===== config.mk =====
export PLATFORM = sky130hd
export DESIGN_NAME = fmb_host
export DESIGN_NICKNAME = d
export VERILOG_FILES = /design/src/include/fmb_pkg.sv /design/src/include/fmb_tmr_if.sv /design/src/rtl/fmb_host.sv /design/src/rtl/fmb_timer.sv
export SDC_FILE = /design/constraint.sdc
export NUM_CORES = 1
export LEC_CHECK = 0
export ABC_CLOCK_PERIOD_IN_PS = 4100
export BUFFER_PORTS_ARGS = -buffer_cell sky130_fd_sc_hd__buf_2
export CORE_MARGIN = 5
export CORE_UTILIZATION = 40
export DETAILED_ROUTE_END_ITERATION = 7
export GPL_ROUTABILITY_DRIVEN = 0
export GPL_TIMING_DRIVEN = 0
export PLACE_DENSITY = 0.63
export SYNTH_ARGS = -nofsm -noshare
export SYNTH_HDL_FRONTEND = slang
export SYNTH_SLANG_ARGS = --single-unit
export TNS_END_PERCENT = 20

===== constraint.sdc =====
create_clock -name i_clk -period 4.1 [get_ports i_clk]
set_clock_uncertainty 0.05 [all_clocks]
set_input_delay 0.205 -clock i_clk [delete_from_list [all_inputs] [get_ports i_clk]]
set_output_delay 0.205 -clock i_clk [all_outputs]
set_load 0.02 [all_outputs]

===== src/include/fmb_pkg.sv =====
/*
  Package for the flash mode and bank host controller: timing counts,
  pin levels and bank geometry.
  Assumes a 100 MHz system clock.
*/
package fmb_pkg;
  localparam int CLK_NS = 10;
  // Timing figures in ns, defaults chosen where not given
  localparam int ADDR_ACCESS_NS      = 70;
  localparam int CE_ACCESS_NS        = 70;
  localparam int RESTART_PULSE_NS    = 500;
  localparam int RESTART_TO_READ_NS  = 50;
  localparam int READY_IDLE_NS       = 500;
  localparam int READY_BUSY_NS       = 20000;
  localparam int SLEEP_EXTRA_NS      = 30;
  localparam int WRITE_PULSE_NS      = 35;
  // Cycle counts: least times round up
  localparam int ACC_CYC   = (ADDR_ACCESS_NS + CLK_NS - 1) / CLK_NS;
  localparam int CE_CYC    = (CE_ACCESS_NS + CLK_NS - 1) / CLK_NS;
  localparam int RP_CYC    = (RESTART_PULSE_NS + CLK_NS - 1) / CLK_NS;
  localparam int RH_CYC    = (RESTART_TO_READ_NS + CLK_NS - 1) / CLK_NS;
  localparam int RDYI_CYC  = (READY_IDLE_NS + CLK_NS - 1) / CLK_NS;
  localparam int RDYB_CYC  = (READY_BUSY_NS + CLK_NS - 1) / CLK_NS;
  localparam int WP_CYC    = (WRITE_PULSE_NS + CLK_NS - 1) / CLK_NS;
  localparam int SLEEP_CYC = (ADDR_ACCESS_NS + SLEEP_EXTRA_NS + CLK_NS - 1) / CLK_NS;
  localparam int CNT_W = 12;
  // Protect/accelerate pin levels driven through an external switch
  typedef enum logic [1:0] {FMB_PA_LOW, FMB_PA_HIGH, FMB_PA_ACCEL} fmb_pa_t;
  // Host operations
  typedef enum logic [2:0] {
    FMB_OP_READ, FMB_OP_WRITE, FMB_OP_RESTART, FMB_OP_ACCEL_ON, FMB_OP_ACCEL_OFF
  } fmb_op_t;
  // Bank sizes in Mb by variant: four-bank, two-bank A, two-bank B
  localparam logic [7:0] BANK4_MB [4] = '{8'h04, 8'h0C, 8'h0C, 8'h04};
  localparam logic [7:0] BANK2A_MB [2] = '{8'h04, 8'h1C};
  localparam logic [7:0] BANK2B_MB [2] = '{8'h08, 8'h18};
  localparam logic [5:0] SMALL_SECT_B1 = 6'h08;
  localparam logic [5:0] B4_LAST_SECTS = 6'h08;
  localparam logic [5:0] B2A_LAST_SECTS = 6'h38;
  localparam logic [5:0] B2B_LAST_SECTS = 6'h30;
  localparam logic [5:0] B4_FIRST_BIG = 6'h07;
  localparam logic [5:0] B2A_FIRST_BIG = 6'h07;
  localparam logic [5:0] B2B_FIRST_BIG = 6'h0F;
endpackage : fmb_pkg


===== src/include/fmb_tmr_if.sv =====
/*
  Interface between the sequencer and its cycle timer.
  Assumes one clock domain.
*/
`timescale 1ns/1ps
interface fmb_tmr_if;
  logic        load;
  logic [31:0] count;
  logic        done;
  modport ctl (output load, output count, input done);
  modport tmr (input load, input count, output done);
endinterface : fmb_tmr_if


===== src/rtl/fmb_host.sv =====
/*
  Host controller for a multi-bank parallel flash: reads, writes, hardware
  restart, accelerated programming with one write cycle per word, width select.
  Assumes inputs synchronous to i_clk and a board switch for the high voltage.
*/
`timescale 1ns/1ps
// Overview of operation
// - Host uses two-cycle program under accel; this host issues one write cycle per operation
// - Accel voltage only during accelerated programming
// - Protect/accelerate pin always driven defined
// - Identification reads use normal read timing
// - After standby wait full select access
// - Host reissues operation aborted by restart; this host only pulses o_abort and does not reissue
// - Idle restart recovery; read after delay
// - Bypass program takes two write cycles; this host issues one write cycle per operation
module fmb_host (
  input  wire logic           i_clk,
  input  wire logic           i_rst,
  input  wire logic           i_req,
  input  wire fmb_pkg::fmb_op_t i_op,
  input  wire logic [21:0]    i_addr,
  input  wire logic [15:0]    i_wdata,
  input  wire logic           i_byte_mode,
  input  wire logic           i_wp_on,
  input  wire logic [15:0]    i_dq_in,
  input  wire logic           i_ready_busy_n,
  output logic                o_ack,
  output logic [15:0]         o_rdata,
  output logic                o_busy,
  output logic [20:0]         o_addr,
  output logic [15:0]         o_dq_out,
  output logic [15:0]         o_dq_oe_n,
  output logic                o_ce_n,
  output logic                o_oe_n,
  output logic                o_we_n,
  output logic                o_restart_n,
  output logic                o_width_n,
  output fmb_pkg::fmb_pa_t    o_protect_accel_pin,
  output logic                o_abort
);
  import fmb_pkg::*;
  typedef enum logic [2:0] {S_IDLE, S_RD, S_WR, S_WR_GAP, S_RST, S_RST_WAIT, S_RH}
    fmb_state_t;
  fmb_state_t  st;
  fmb_tmr_if   tm ();
  logic        load;
  logic [31:0] count;
  logic        was_busy;
  fmb_timer u_tmr (.i_clk(i_clk), .i_rst(i_rst), .t(tm));
  assign tm.load  = load;
  assign tm.count = count;

  // Sequencer
  always_ff @(posedge i_clk or posedge i_rst) begin
    if (i_rst) begin
      st          <= S_IDLE;
      load        <= 1'b0;
      count       <= 32'h0000_0000;
      o_ack       <= 1'b0;
      o_rdata     <= 16'h0000;
      o_addr      <= 21'h00_0000;
      o_dq_out    <= 16'h0000;
      o_dq_oe_n   <= 16'hFFFF;
      o_ce_n      <= 1'b1;
      o_oe_n      <= 1'b1;
      o_we_n      <= 1'b1;
      o_restart_n <= 1'b1;
      o_width_n   <= 1'b1;
      o_abort     <= 1'b0;
      was_busy    <= 1'b0;
    end else begin
      load    <= 1'b0;
      o_ack   <= 1'b0;
      o_abort <= 1'b0;
      unique case (st)
        S_IDLE: begin
          o_ce_n    <= 1'b1;
          o_oe_n    <= 1'b1;
          o_we_n    <= 1'b1;
          o_dq_oe_n <= 16'hFFFF;
          if (i_req) begin
            o_width_n <= !i_byte_mode;
            o_addr    <= i_byte_mode ? i_addr[21:1] : i_addr[20:0];
            unique case (i_op)
              FMB_OP_READ: begin
                // Full select access from standby, same for id reads
                o_ce_n <= 1'b0;
                o_oe_n <= 1'b0;
                if (i_byte_mode) begin
                  o_dq_out     <= {i_addr[0], 15'h0000};
                  o_dq_oe_n    <= 16'h7FFF;
                end
                load  <= 1'b1;
                count <= 32'(CE_CYC > ACC_CYC ? CE_CYC : ACC_CYC);
                st    <= S_RD;
              end
              FMB_OP_WRITE, FMB_OP_ACCEL_ON, FMB_OP_ACCEL_OFF: begin
                // Program cycles; one write cycle per word, accel or not
                o_ce_n    <= 1'b0;
                o_we_n    <= 1'b0;
                o_dq_out  <= i_byte_mode ? {i_addr[0], 7'h00, i_wdata[7:0]} : i_wdata;
                o_dq_oe_n <= i_byte_mode ? 16'h7F00 : 16'h0000;
                load      <= 1'b1;
                count     <= 32'(WP_CYC);
                st        <= S_WR;
              end
              FMB_OP_RESTART: begin
                was_busy    <= !i_ready_busy_n;
                o_restart_n <= 1'b0;
                load        <= 1'b1;
                count       <= 32'(RP_CYC);
                st          <= S_RST;
              end
              default: st <= S_IDLE;
            endcase
          end
        end
        S_RD: begin
          if (tm.done) begin
            o_rdata <= i_byte_mode ? {8'h00, i_dq_in[7:0]} : i_dq_in;
            o_ack   <= 1'b1;
            o_ce_n  <= 1'b1;
            o_oe_n  <= 1'b1;
            o_dq_oe_n <= 16'hFFFF;
            st      <= S_IDLE;
          end
        end
        S_WR: begin
          if (tm.done) begin
            o_we_n <= 1'b1;
            load   <= 1'b1;
            count  <= 32'(WP_CYC);
            st     <= S_WR_GAP;
          end
        end
        S_WR_GAP: begin
          if (tm.done) begin
            o_ce_n    <= 1'b1;
            o_dq_oe_n <= 16'hFFFF;
            o_ack     <= 1'b1;
            st        <= S_IDLE;
          end
        end
        S_RST: begin
          if (tm.done) begin
            o_restart_n <= 1'b1;
            o_abort     <= was_busy;
            load        <= 1'b1;
            count       <= 32'(was_busy ? RDYB_CYC : RDYI_CYC);
            st          <= S_RST_WAIT;
          end
        end
        S_RST_WAIT: begin
          if (tm.done && i_ready_busy_n) begin
            load  <= 1'b1;
            count <= 32'(RH_CYC);
            st    <= S_RH;
          end
        end
        S_RH: begin
          if (tm.done) begin
            o_ack <= 1'b1;
            st    <= S_IDLE;
          end
        end
        default: st <= S_IDLE;
      endcase
    end
  end

  // Protect/accelerate pin, always at a defined level
  always_ff @(posedge i_clk or posedge i_rst) begin
    if (i_rst) begin
      o_protect_accel_pin <= FMB_PA_LOW;
    end else if (st == S_IDLE && i_req && i_op == FMB_OP_ACCEL_ON) begin
      o_protect_accel_pin <= FMB_PA_ACCEL;
    end else if (st == S_IDLE && i_req && i_op != FMB_OP_WRITE) begin
      o_protect_accel_pin <= i_wp_on ? FMB_PA_LOW : FMB_PA_HIGH;
    end else if (o_protect_accel_pin != FMB_PA_ACCEL) begin
      o_protect_accel_pin <= i_wp_on ? FMB_PA_LOW : FMB_PA_HIGH;
    end
  end

  always_ff @(posedge i_clk or posedge i_rst) begin
    if (i_rst) begin
      o_busy <= 1'b0;
    end else begin
      o_busy <= (st != S_IDLE) || i_req;
    end
  end

  property p_rst_width;
    @(posedge i_clk) disable iff (i_rst)
      $fell(o_restart_n) |-> !o_restart_n [*8];
  endproperty
  a_rst_width: assert property (p_rst_width) else $error("restart pulse short");

  property p_accel_only_write;
    @(posedge i_clk) disable iff (i_rst)
      (o_protect_accel_pin == FMB_PA_ACCEL) |-> o_oe_n;
  endproperty
  a_accel_only_write: assert property (p_accel_only_write) else $error("accel on read");

  property p_defined_pa;
    @(posedge i_clk) disable iff (i_rst)
      o_protect_accel_pin != 2'b11;
  endproperty
  a_defined_pa: assert property (p_defined_pa) else $error("pin level undefined");

  property p_ack_after_restart;
    @(posedge i_clk) disable iff (i_rst)
      (st == S_RST_WAIT && tm.done && i_ready_busy_n) |=> !o_ack [*6];
  endproperty
  a_ack_after_restart: assert property (p_ack_after_restart) else $error("early read");

  property p_read_access;
    @(posedge i_clk) disable iff (i_rst)
      $fell(o_oe_n) |-> !o_oe_n [*7];
  endproperty
  a_read_access: assert property (p_read_access) else $error("short access");

  property p_no_oe_with_we;
    @(posedge i_clk) disable iff (i_rst)
      !o_we_n |-> o_oe_n;
  endproperty
  a_no_oe_with_we: assert property (p_no_oe_with_we) else $error("gate during write");

  property p_byte_top;
    @(posedge i_clk) disable iff (i_rst)
      (!o_width_n && !o_ce_n) |-> o_dq_oe_n[14:8] == 7'h7F;
  endproperty
  a_byte_top: assert property (p_byte_top) else $error("byte lanes driven");

  property p_ready_wait;
    @(posedge i_clk) disable iff (i_rst)
      (st == S_RST_WAIT && !i_ready_busy_n) |=> st == S_RST_WAIT;
  endproperty
  a_ready_wait: assert property (p_ready_wait) else $error("left wait while busy");
endmodule : fmb_host


===== src/rtl/fmb_timer.sv =====
/*
  Down counter that flags done once the loaded count of cycles has passed.
  Assumes a load pulse from the sequencer.
*/
`timescale 1ns/1ps
module fmb_timer (
  input  wire logic i_clk,
  input  wire logic i_rst,
  fmb_tmr_if.tmr    t
);
  import fmb_pkg::*;
  logic [31:0] cnt;
  always_ff @(posedge i_clk or posedge i_rst) begin
    if (i_rst) begin
      cnt <= 32'h0000_0000;
    end else if (t.load) begin
      cnt <= t.count;
    end else if (cnt != 32'h0000_0000) begin
      cnt <= cnt - 32'h0000_0001;
    end
  end
  assign t.done = (cnt == 32'h0000_0000) && !t.load;
endmodule : fmb_timer


After elaboration in Yosys (flattened, before gate mapping). Index checks and enable logic that the tools add are counted.

Output and inout port bits: 79. Register bits after elaboration: 148. Input bits: 63.

Equality and inequality tests: 22. Mux-type cells: 52. Reduce and logical (&&, ||, !) cells: 38. Add/subtract/negate cells: 1.

Operator list (number): 32-bit 2-to-1 mux (6); 32-bit one-hot mux with 4 select lines (1); 16-bit 2-to-1 mux (6); 16-bit one-hot mux with 2 select lines (3); 32-bit one-hot mux with 3 select lines (1); 32-bit zero test (1); 32-bit nonzero test (1); 32-bit by 1-bit subtractor with 32-bit output (second input constant) (1); 21-bit 2-to-1 mux (1); 1-bit 2-to-1 mux (17); 15-bit 2-to-1 mux (1); 3-bit 2-to-1 mux (5); 3-bit one-hot mux with 5 select lines (1); 2-bit inequality test (second input constant) (7); 3-bit by 2-bit == test with 1-bit output (second input constant) (4); 3-bit == test (second input constant) (4); 2-bit nonzero test (6); 11-bit 2-to-1 mux (1); 2-bit AND reduction (5); 3-bit one-hot mux with 3 select lines (1); 1-bit one-hot mux with 2 select lines (4); 4-bit AND reduction (2); 3-bit by 1-bit == test with 1-bit output (second input constant) (2); 3-bit zero test (2); 17 further kinds (30).

Depth between registers and ports, before layout. Gate-level depths: netlist of the first run.

Depth after elaboration: 5. Gate-level depth with buffers: 9.

Cells and area by module. From an unflattened synthesis of the first run, not the netlist that was laid out.

Cells, all modules: 545. Area, all modules: 5450.2 um^2.

Modules (own cells, without submodules): fmb_host (cells an instance 336, sequential area each 1936.9 um^2, times used 1, area an instance 3513.4 um^2); fmb_timer (cells an instance 209, sequential area each 800.8 um^2, times used 1, area an instance 1936.9 um^2).

Least setup slack after synthesis of the first run. OpenSTA, ideal clock, no wires.

Kind: register to register. Start point: register u_tmr.cnt[0]. End point: register count[0]. Cell stages (with the launch flop): 10. Setup time: 125 ps. Slack: 1160 ps. Data required time: 3925 ps. Data arrival time: 2765 ps. Cells stage by stage: dfrtp_1 > inv_1 > ha_1 > or4b_4 > or3_1 > buf_6 > or4_1 > buf_2 > o21ai_4 > mux2_2.

Word-level cells in the longest chain between the ends: 5. Elaborated cells between the ends (all ways): 7.

Ends and longest elaborated chain: start, declared (RTL line fmb_timer.sv:12) `logic [31:0] cnt;`; start signal, assigned (RTL line fmb_timer.sv:17) `cnt <= t.count;`; start signal, assigned (RTL line fmb_timer.sv:19) `cnt <= cnt - 32'h0000_0001;`; 32-bit zero test * (RTL line fmb_timer.sv:22) `assign t.done = (cnt == 32'h0000_0000) && !t.load;`; 1-bit logical AND * (RTL line fmb_timer.sv:22); 1-bit logical AND (RTL line fmb_host.sv:154) `if (tm.done && i_ready_busy_n) begin`; 2-bit inequality test (no source line); 6-bit AND reduction (no source line) *; end signal, assigned (RTL line fmb_host.sv:132) `count <= 32'(WP_CYC);`; end signal, assigned (RTL line fmb_host.sv:149) `count <= 32'(was_busy ? RDYB_CYC : RDYI_CYC);`; end signal, assigned (RTL line fmb_host.sv:156) `count <= 32'(RH_CYC);`; end, declared (RTL line fmb_host.sv:47) `logic [31:0] count;`.

Mark *: on every way between the ends. The rest lies on a longest branch, timed or not. A chain may end at the register's enable or synchronous reset.

Worst setup path after layout of the first run.
Start point: register u_tmr.cnt[28]. End point: register count[5].

Same word-level chain as after synthesis.

==> metrics.cfg, run 1 <==
[status]
outcome = complete, no violations

[synth]
syn-num-nets = 594
syn-cell-area_sq_um = 5350
yosysUniqueCellTypes = 59
synth_ff_type = dfrtp_1
netlist_instances = 530
ys_seq_area_share_pct = 51.2
yosys_warnings = 0
synth_edf_count = 0
syn_area_per_cell_sq_um = 10.1
synth-seq-cells = 109
ys_async_sr_fraction_pct = 100

[global_route]
grt_usage_pct = 17.5
grt_max_degree = 61
grt_pass1_vias = 4659
grt_pass1_wl_mm = 22.9
antenna_found_initial = 1
grt_overflow_total = 0

[timing]
finalSetupViolCount = 0
tns_ns = 0
hold_viol_final = 0
tightest_slew_ns = 1.18
relSlewSlack_pct = 20.4
rsz0062_at_grt = false
finalMaxSlewViolations = 0
fmax_mhz = 296
hold_slack_ns = 0.0392
fin_crit_sh_pct = 82.4
period_minus_slack_ns = 3.38

[clock_network]
cts_hold_buf = 2
cts_tree = done
clk_pin_slew_ns = 0.07
cts_buffers = 9
cts_resized = 0
h-tree-depth = 3
clk_latency_ns = 0.35
clk_path_buf_depth = 2
clock_sinks = 109
cts_setup_buffers = 0
root_buffer = clkbuf_16

[critical_path]
cp_top_family = simple AND/OR/NAND/NOR gates
cp_data_arrival_time_ns = 3.56
worstSetupPathType = register to register
path_cells = nor4_1 -> nand4_1 -> or4_1 -> buf_2 -> o21ai_4 -> mux2_2
cp_num_buf_inv = 1
critPathSlowestCell = nor4_1
cpPeakStageDelay_ns = 0.77
start_kind = register
cp.required_ns = 4.28
path_max_fanout = 9
cp-end-kind = register

[run]
drv_cap = 0

[pwr]
peakVddDrop_mv = 0.325
power.density_nw_per_um2 = 615
leakagePower_uw = 0.00309

[floorplan]
die_h_um = 126
row_count = 42
coreArea_sq_um = 13200
dieArea_sq_um = 15800
start_util_pct = 40.6
ioPinCount = 142
die_w_um = 126

[route]
via_per_inst = 5.28
drt-total-wl_mm = 13.6
first_iter_violations = 207
wl_per_cell_um = 15.8
route.antenna.remaining_nets = 0
drc = 0
dr.pass1.iters = 5
vias = 4569

[layout]
syn2layout_area_growth_pct = 23.4
final_common_cell = buf_2
final_cell_mix = buf_2, dfrtp_1, nand2_1, nor2_1, a21oi_1
fill_cells = 1256
fin_area_sq_um = 6600
antenna_cells = 0
nNetsFinal = 748
drive_above_1_share_pct = 30.9
final_util_pct = 50.1

[min_path]
min_path_type = input port to register

[placed_design]
dp.final_hpwl_mm = 10.0
placed_cell_area_sq_um = 6300
port_buffers = 140

## cell type report
type | instances | area [sq um] | share of cell area, %
tap | 176 | 220 | 3.34
inverter | 7 | 28.8 | 0.436
multi-input combinational | 371 | 2370 | 35.9
timing repair buffer | 143 | 748 | 11.3
clock inverter | 3 | 20.0 | 0.303
sequential | 109 | 2740 | 41.5
buffer | 43 | 220 | 3.34
clock buffer | 13 | 260 | 3.94
## layer usage
metal,track usage [%],wire length (um),share of wire (%),vias to the layer above
li1,-,-,-,2199
met1,22.2,5650,41,2171
met2,27.9,6570,48,168
met3,6.27,1120,8.2,29
met4,6.06,294,2.2,2
met5,0,7,0.051,-
## logic make-up after synthesis
logic type / after synthesis / share of synthesized area (%)
fa+ha+maj: 2 / 0.421
flops: 109 / 51.2
simple gates: 191 / 18.6
compound gates: 117 / 13.5
mux: 48 / 9.54
buf+inv: 50 / 4.61
xor+xnor: 13 / 2.13
## synth_stat cells (all sizes together), types with 2 or more instances
cell type / count / area [sq um]
dfrtp: 101 / 2530
nand2: 51 / 191
nor2: 50 / 188
a21oi: 44 / 220
o21ai: 31 / 166
clkbuf: 26 / 97.6
mux2: 24 / 270
mux2i: 24 / 240
buf: 17 / 123
o31ai: 15 / 113
or4: 14 / 105
nor2b: 13 / 81.3
or3: 13 / 82.6
nor4: 12 / 90.1
nor3: 9 / 50.1
dfstp: 8 / 210
inv: 7 / 26.3
nand2b: 7 / 43.8
xor2: 7 / 61.3
xnor2: 6 / 52.6
nand4: 5 / 31.3
and2: 3 / 18.8
nand3: 3 / 20.0
nor4b: 3 / 26.3
o311ai: 3 / 26.3
o31a: 3 / 26.3
a21boi: 2 / 15.0
a2bb2oi: 2 / 17.5
a31oi: 2 / 12.5
and3: 2 / 12.5
o21a: 2 / 15.0
o22a: 2 / 17.5
o311a: 2 / 20.0
or4b: 2 / 23.8
## power breakdown
| group | internal (uW) | total [uW] | switching [uW] |
|---|---|---|---|
| Combinational | 597 | 1560 | 965 |
| Sequential | 1420 | 1670 | 252 |
| Clock | 445 | 829 | 383 |
## path summary, 6_finish.rpt
path,cells past startpoint,slack (ns),to,startpoint
setup / recovery,6,0.72,count[5],u_tmr.cnt[28]
hold / removal,2,0.04,o_rdata[0],i_dq_in[0]
setup reg to reg,6,0.72,count[5],u_tmr.cnt[28]
hold reg to reg,2,0.40,o_restart_n,o_restart_n
max in group asynchronous,4,2.77,o_we_n,i_rst
min in group asynchronous,3,0.45,o_rdata[2],i_rst
## stage by stage
step	total power [uW]	instances	setup slack, ns
floorplan	2760	530	0.984
global placement	3190	846	-0.260
detailed placement	3240	847	0.851
CTS	4090	865	0.803
global route	4350	865	0.469
finish	4060	865	0.721
## flip-flops by register name, summed over array words and instances, names as in the netlist, 2 cells and up
register,count
o_dq_out,16
count,6
o_protect_accel_pin,2
o_rdata,16
o_dq_oe_n,3
st,3
u_tmr.cnt,32
o_addr,21
Note: power is estimated with default switching activity, not from simulation.
==> run 2: changes to the inputs <==
Settings changed: ABC_CLOCK_PERIOD_IN_PS 4100 to 3310.
Clock period 4.1 ns to 3.31 ns, I/O delays scaled along.
==> run 2 against run 1 <==
Routed wire length rose by 2.1%; fmax increased by 8.3%; die area did not move; power up 24%; clock-buffer cell count unchanged; sequential cell count is the same; critical path depth grew 3; utilization increased by 1.4 points; combinational power is 25% higher; design area grew 2.8%; sequential power rose by 24%.
==> metrics.cfg, run 2 (same netlist as run 1, synthesis figures left out) <==
[status]
outcome = complete, no violations

[critical_path]
start_kind = register
cp-end-kind = register
cp_data_arrival_time_ns = 3.31
cp_top_family = simple AND/OR/NAND/NOR gates
r2r-start = u_tmr.cnt[0]
worstSetupPathType = register to register
cp.required_ns = 3.50
path_max_fanout = 8
critPathSlowestCell = or4b_4
cp_num_buf_inv = 3
path_cells = inv_1 -> ha_1 -> or4b_4 -> or3_1 -> buf_6 -> or4_1 -> buf_2 -> o21ai_4 -> mux2_2
rr_endpoint = count[5]
reg2regPathDepth = 9
cpPeakStageDelay_ns = 0.49
rrSetupSlack_ns = 0.19

[timing]
finalSetupViolCount = 0
tightest_slew_ns = 1.15
fmax_mhz = 320
hold_viol_final = 0
relSlewSlack_pct = 22.5
fin_crit_sh_pct = 94.3
period_minus_slack_ns = 3.12
tns_ns = 0
hold_slack_ns = 0.0112
finalMaxSlewViolations = 0
rsz0062_at_grt = false

[global_route]
antenna_found_initial = 1
met3_usage_pct = 6.18
grt.busiest_layer = met2
grt_usage_pct = 17.9
grt_pass1_wl_mm = 23.4
grt_use_met2_pct = 29.1
use_met1_pct = 22.2
grt_pass1_vias = 4769
grt_max_degree = 61
grt_overflow_total = 0

[floorplan]
die_h_um = 126
row_count = 42
dieArea_sq_um = 15800
coreArea_sq_um = 13200
start_util_pct = 40.6
die_w_um = 126
ioPinCount = 142

[clock_network]
cts_tree = done
h-tree-depth = 3
clock_sinks = 109
clk_path_buf_depth = 2
cts_setup_buffers = 0
clk_latency_ns = 0.35
clk_pin_slew_ns = 0.07
root_buffer = clkbuf_16
cts_buffers = 9

[route]
wl_per_cell_um = 15.8
first_iter_violations = 240
drt-total-wl_mm = 13.9
vias = 4652
via_per_inst = 5.27
dr.pass1.iters = 6
route.antenna.remaining_nets = 0
drc = 0

[layout]
largest_reg_flops = 32
final_common_cell = buf_2
fill_cells = 1225
final_cell_mix = buf_2, dfrtp_1, nand2_1, nor2_1, a21oi_1
final_util_pct = 51.5
reg_top3 = u_tmr.cnt (32), o_addr (21)
antenna_cells = 0
nNetsFinal = 766
largest_register = u_tmr.cnt
fin_area_sq_um = 6790
syn2layout_area_growth_pct = 26.9
drive_above_1_share_pct = 30.3

[placed_design]
port_buffers = 140
placed_cell_area_sq_um = 6300
dp.final_hpwl_mm = 10.0

[min_path]
min_path_cells = 3
hold_end = o_dq_out[0]
min_path_type = input port to register
hold_path_startpoint = i_wdata[0]

[run]
drv_cap = 0

[pwr]
power.density_nw_per_um2 = 744
peakVddDrop_mv = 0.400
leakagePower_uw = 0.00317

[run 2: cell types whose count changed in the layout (fill, tap and decap cells not counted), sizes merged]
cell         change
dlygate4sd3     +18
[run 2: per-layer routing]
| layer | vias to the layer above | share of wire [%] |
|---|---|---|
| li1 | 2228 | - |
| met1 | 2229 | 41 |
| met2 | 161 | 49 |
| met3 | 32 | 7.8 |
| met4 | 2 | 2.5 |
| met5 | - | 0.050 |
[run 2: worst register-to-register path: stages, from the launching register on]
cell	delay, ns
dfrtp_1	0.39
inv_1	0.09
ha_1	0.19
or4b_4	0.49
or3_1	0.38
buf_6	0.15
or4_1	0.47
buf_2	0.18
o21ai_4	0.25
mux2_2	0.36
[run 2: what timing repair did]
item / in CTS / in global routing
hold buffers: 20 / 0
gates resized for setup: 0 / 1
endpoints found under the hold margin: 66 / 0
setup endpoints to repair: 0 / 23
[run 2: where the power goes]
group / internal, uW / switching [uW] / leakage, uW
registers: 1750 / 313 / 0.00135
logic: 758 / 1200 / 0.00168
clock network: 552 / 476 / 0.000132
[run 2: how the worst max path moves through the flow]
stage | depth (start not counted) | slack [ns] | end | from
floorplan | 1 | 0.23 | count[0] | i_rst
global placement | 2 | -1.01 | o_dq_out[4] | i_rst
detailed placement | 6 | 0.06 | count[0] | u_tmr.cnt[28]
CTS | 6 | 0.01 | count[0] | u_tmr.cnt[28]
global route | 6 | 0.01 | count[0] | u_tmr.cnt[24]
finish | 9 | 0.19 | count[5] | u_tmr.cnt[0]
[run 2: cell type report]
| class | count | area [sq um] | area share (%) |
|---|---|---|---|
| repair buffers | 161 | 928 | 13.7 |
| clock inverters | 3 | 20.0 | 0.295 |
| flip-flops and latches | 109 | 2740 | 40.3 |
| multi-input cells | 371 | 2370 | 35.0 |
| inverters | 7 | 28.8 | 0.424 |
| clock buffers | 13 | 260 | 3.83 |
| plain buffers | 43 | 220 | 3.24 |
| well taps | 176 | 220 | 3.24 |
[run 2: stage by stage]
| step | cells | setup slack, ns | power, uW |
|---|---|---|---|
| 2_1_floorplan | 530 | 0.234 | 3420 |
| 3_3_place_gp | 846 | -1.01 | 3950 |
| 3_5_place_dp | 847 | 0.0613 | 4020 |
| 4_1_cts | 883 | 0.0132 | 5080 |
| 5_1_grt | 883 | 0.0103 | 5410 |
| 6_report | 883 | 0.189 | 5050 |
==> run 3: changes to the inputs <==
Settings changed: CORE_UTILIZATION 40 to 53, PLACE_DENSITY 0.63 to 0.86.
==> run 3 against run 2 <==
Global-route usage up 7.4 points; highest routed layer is now met4; critical path depth did not move; design area is 0.70% lower; final cell count fell by 4.2%; sequential share of layout area grew 0.28 points; power decreased by 0.34%; fmax shrank 1.8%; routed wire length is 11% higher; sequential power about the same.
==> metrics.cfg, run 3 (same netlist as run 1, synthesis figures left out) <==
[clock_network]
clk_latency_ns = 0.38
root_buffer = clkbuf_8
clk_path_buf_depth = 2
cts_tree = done
clock_sinks = 109
h-tree-depth = 3
cts_buffers = 9
cts_setup_buffers = 0
clk_pin_slew_ns = 0.10

[timing]
fmax_mhz = 315
setup_slack_ns = 0.133
hold_slack_ns = 0.0156
period_minus_slack_ns = 3.18
finalMaxSlewViolations = 0
rsz0062_at_grt = false
relSlewSlack_pct = 30.9
fin_crit_sh_pct = 96.0
finalSetupViolCount = 0
tns_ns = 0
tightest_slew_ns = 1.02
hold_viol_final = 0

[route]
dr.pass1.iters = 5
wl_per_cell_um = 18.2
drt-total-wl_mm = 15.4
vias = 4942
via_per_inst = 5.84
first_iter_violations = 276
drc = 0
route.antenna.remaining_nets = 0

[placed_design]
port_buffers = 140
dp_worst_setup_slack_ns = 0.121
dp.final_hpwl_mm = 10.2

[floorplan]
start_util_pct = 54.5
row_count = 36
coreArea_sq_um = 9820
dieArea_sq_um = 12200
ioPinCount = 142
die_h_um = 110
die_w_um = 110

[critical_path]
cp_data_arrival_time_ns = 3.40
cp.required_ns = 3.53
rrSetupSlack_ns = 0.13
start_kind = register
worstSetupPathType = register to register
cp-end-kind = register
path_max_fanout = 8

[layout]
largest_reg_flops = 32
syn2layout_area_growth_pct = 26.0
final_cell_mix = buf_2, dfrtp_1, nand2_1, nor2_1, a21oi_1
final_util_pct = 68.7
nNetsFinal = 772
drive_above_1_share_pct = 30.6
largest_register = u_tmr.cnt
final_common_cell = buf_2
antenna_cells = 0
reg_top3 = u_tmr.cnt (32), o_addr (21)

[global_route]
grt_max_degree = 62
grt_usage_pct = 25.3
grt_pass1_wl_mm = 25.6
grt_overflow_total = 0
antenna_found_initial = 0
grt_pass1_vias = 5177

[pwr]
p_comb_share_pct = 41.0
leakagePower_uw = 0.00317
power.density_nw_per_um2 = 746
p_total_uw = 5030
p_switching_uw = 2090
clock_power_share_pct = 17.6
power.share.sequential_pct = 41.4
swShare_pct = 41.5
p_int_uw = 2940
peakVddDrop_mv = 0.454

[run]
drv_cap = 0

[status]
outcome = complete, no violations

[min_path]
min_path_type = input port to register

[run 3: cell count changes in the layout (fill, tap and decap cells not counted), sizes merged]
cell         before  now
bufinv            0    2
clkbuf           39   35
clkinv            1    3
dlygate4sd3      20   26
[run 3: worst paths after layout]
kind,endpoint,from,cells after the start
min in group asynchronous,u_tmr.cnt[20],i_rst,3
min,was_busy,i_ready_busy_n,2
max in group asynchronous,o_restart_n,i_rst,4
max reg2reg,count[5],u_tmr.cnt[0],9
min reg2reg,o_restart_n,o_restart_n,2
max,count[5],u_tmr.cnt[0],9
[run 3: power groups by stage]
stage                     registers [uW]  logic (uW)  clock network [uW]
after CTS                           2060        2010                 887
after global placement              2050        1880                   0
after detailed placement            2070        1960                   0
final                               2080        2060                 887
after floorplan                     2290        1130                   0
after global routing                2140        2270                 957
[run 3: worst max-delay path, stage by stage (launching register included)]
cell     delay [ns]
dfrtp_1        0.41
inv_1          0.10
ha_1           0.22
or4b_4         0.50
or3_1          0.37
buf_6          0.15
or4_1          0.46
buf_2          0.18
o21ai_4        0.25
mux2_2         0.37
[run 3: layout make-up]
class	instances	area, sq um
plain buffers	43	220
clock buffers	9	124
clock inverters	7	90.1
fillers	724	3080
inverters	7	28.8
multi-input cells	371	2390
flip-flops and latches	109	2740
well taps	133	166
repair buffers	167	988
[run 3: per-layer routing]
layer	share of wire, %	wire, um	global-route usage, %	vias up
met5	0	0	0	-
met4	2.8	424	9.20	0
met3	8.9	1380	9.08	48
met2	52	7950	44.3	233
met1	37	5640	28.4	2419
li1	-	-	-	2242
[run 3: what timing repair did]
action                                 4_1_cts  5_1_grt
hold buffers                                26        0
setup endpoints to repair                    0       23
resized for setup                            0        3
endpoints found under the hold margin       71        0
[run 3: stage by stage]
step           cell area (sq um)  std cells
2_1_floorplan               5350        530
3_3_place_gp                6220        803
3_5_place_dp                6250        804
4_1_cts                     6720        846
5_1_grt                     6740        846
6_report                    6740        846
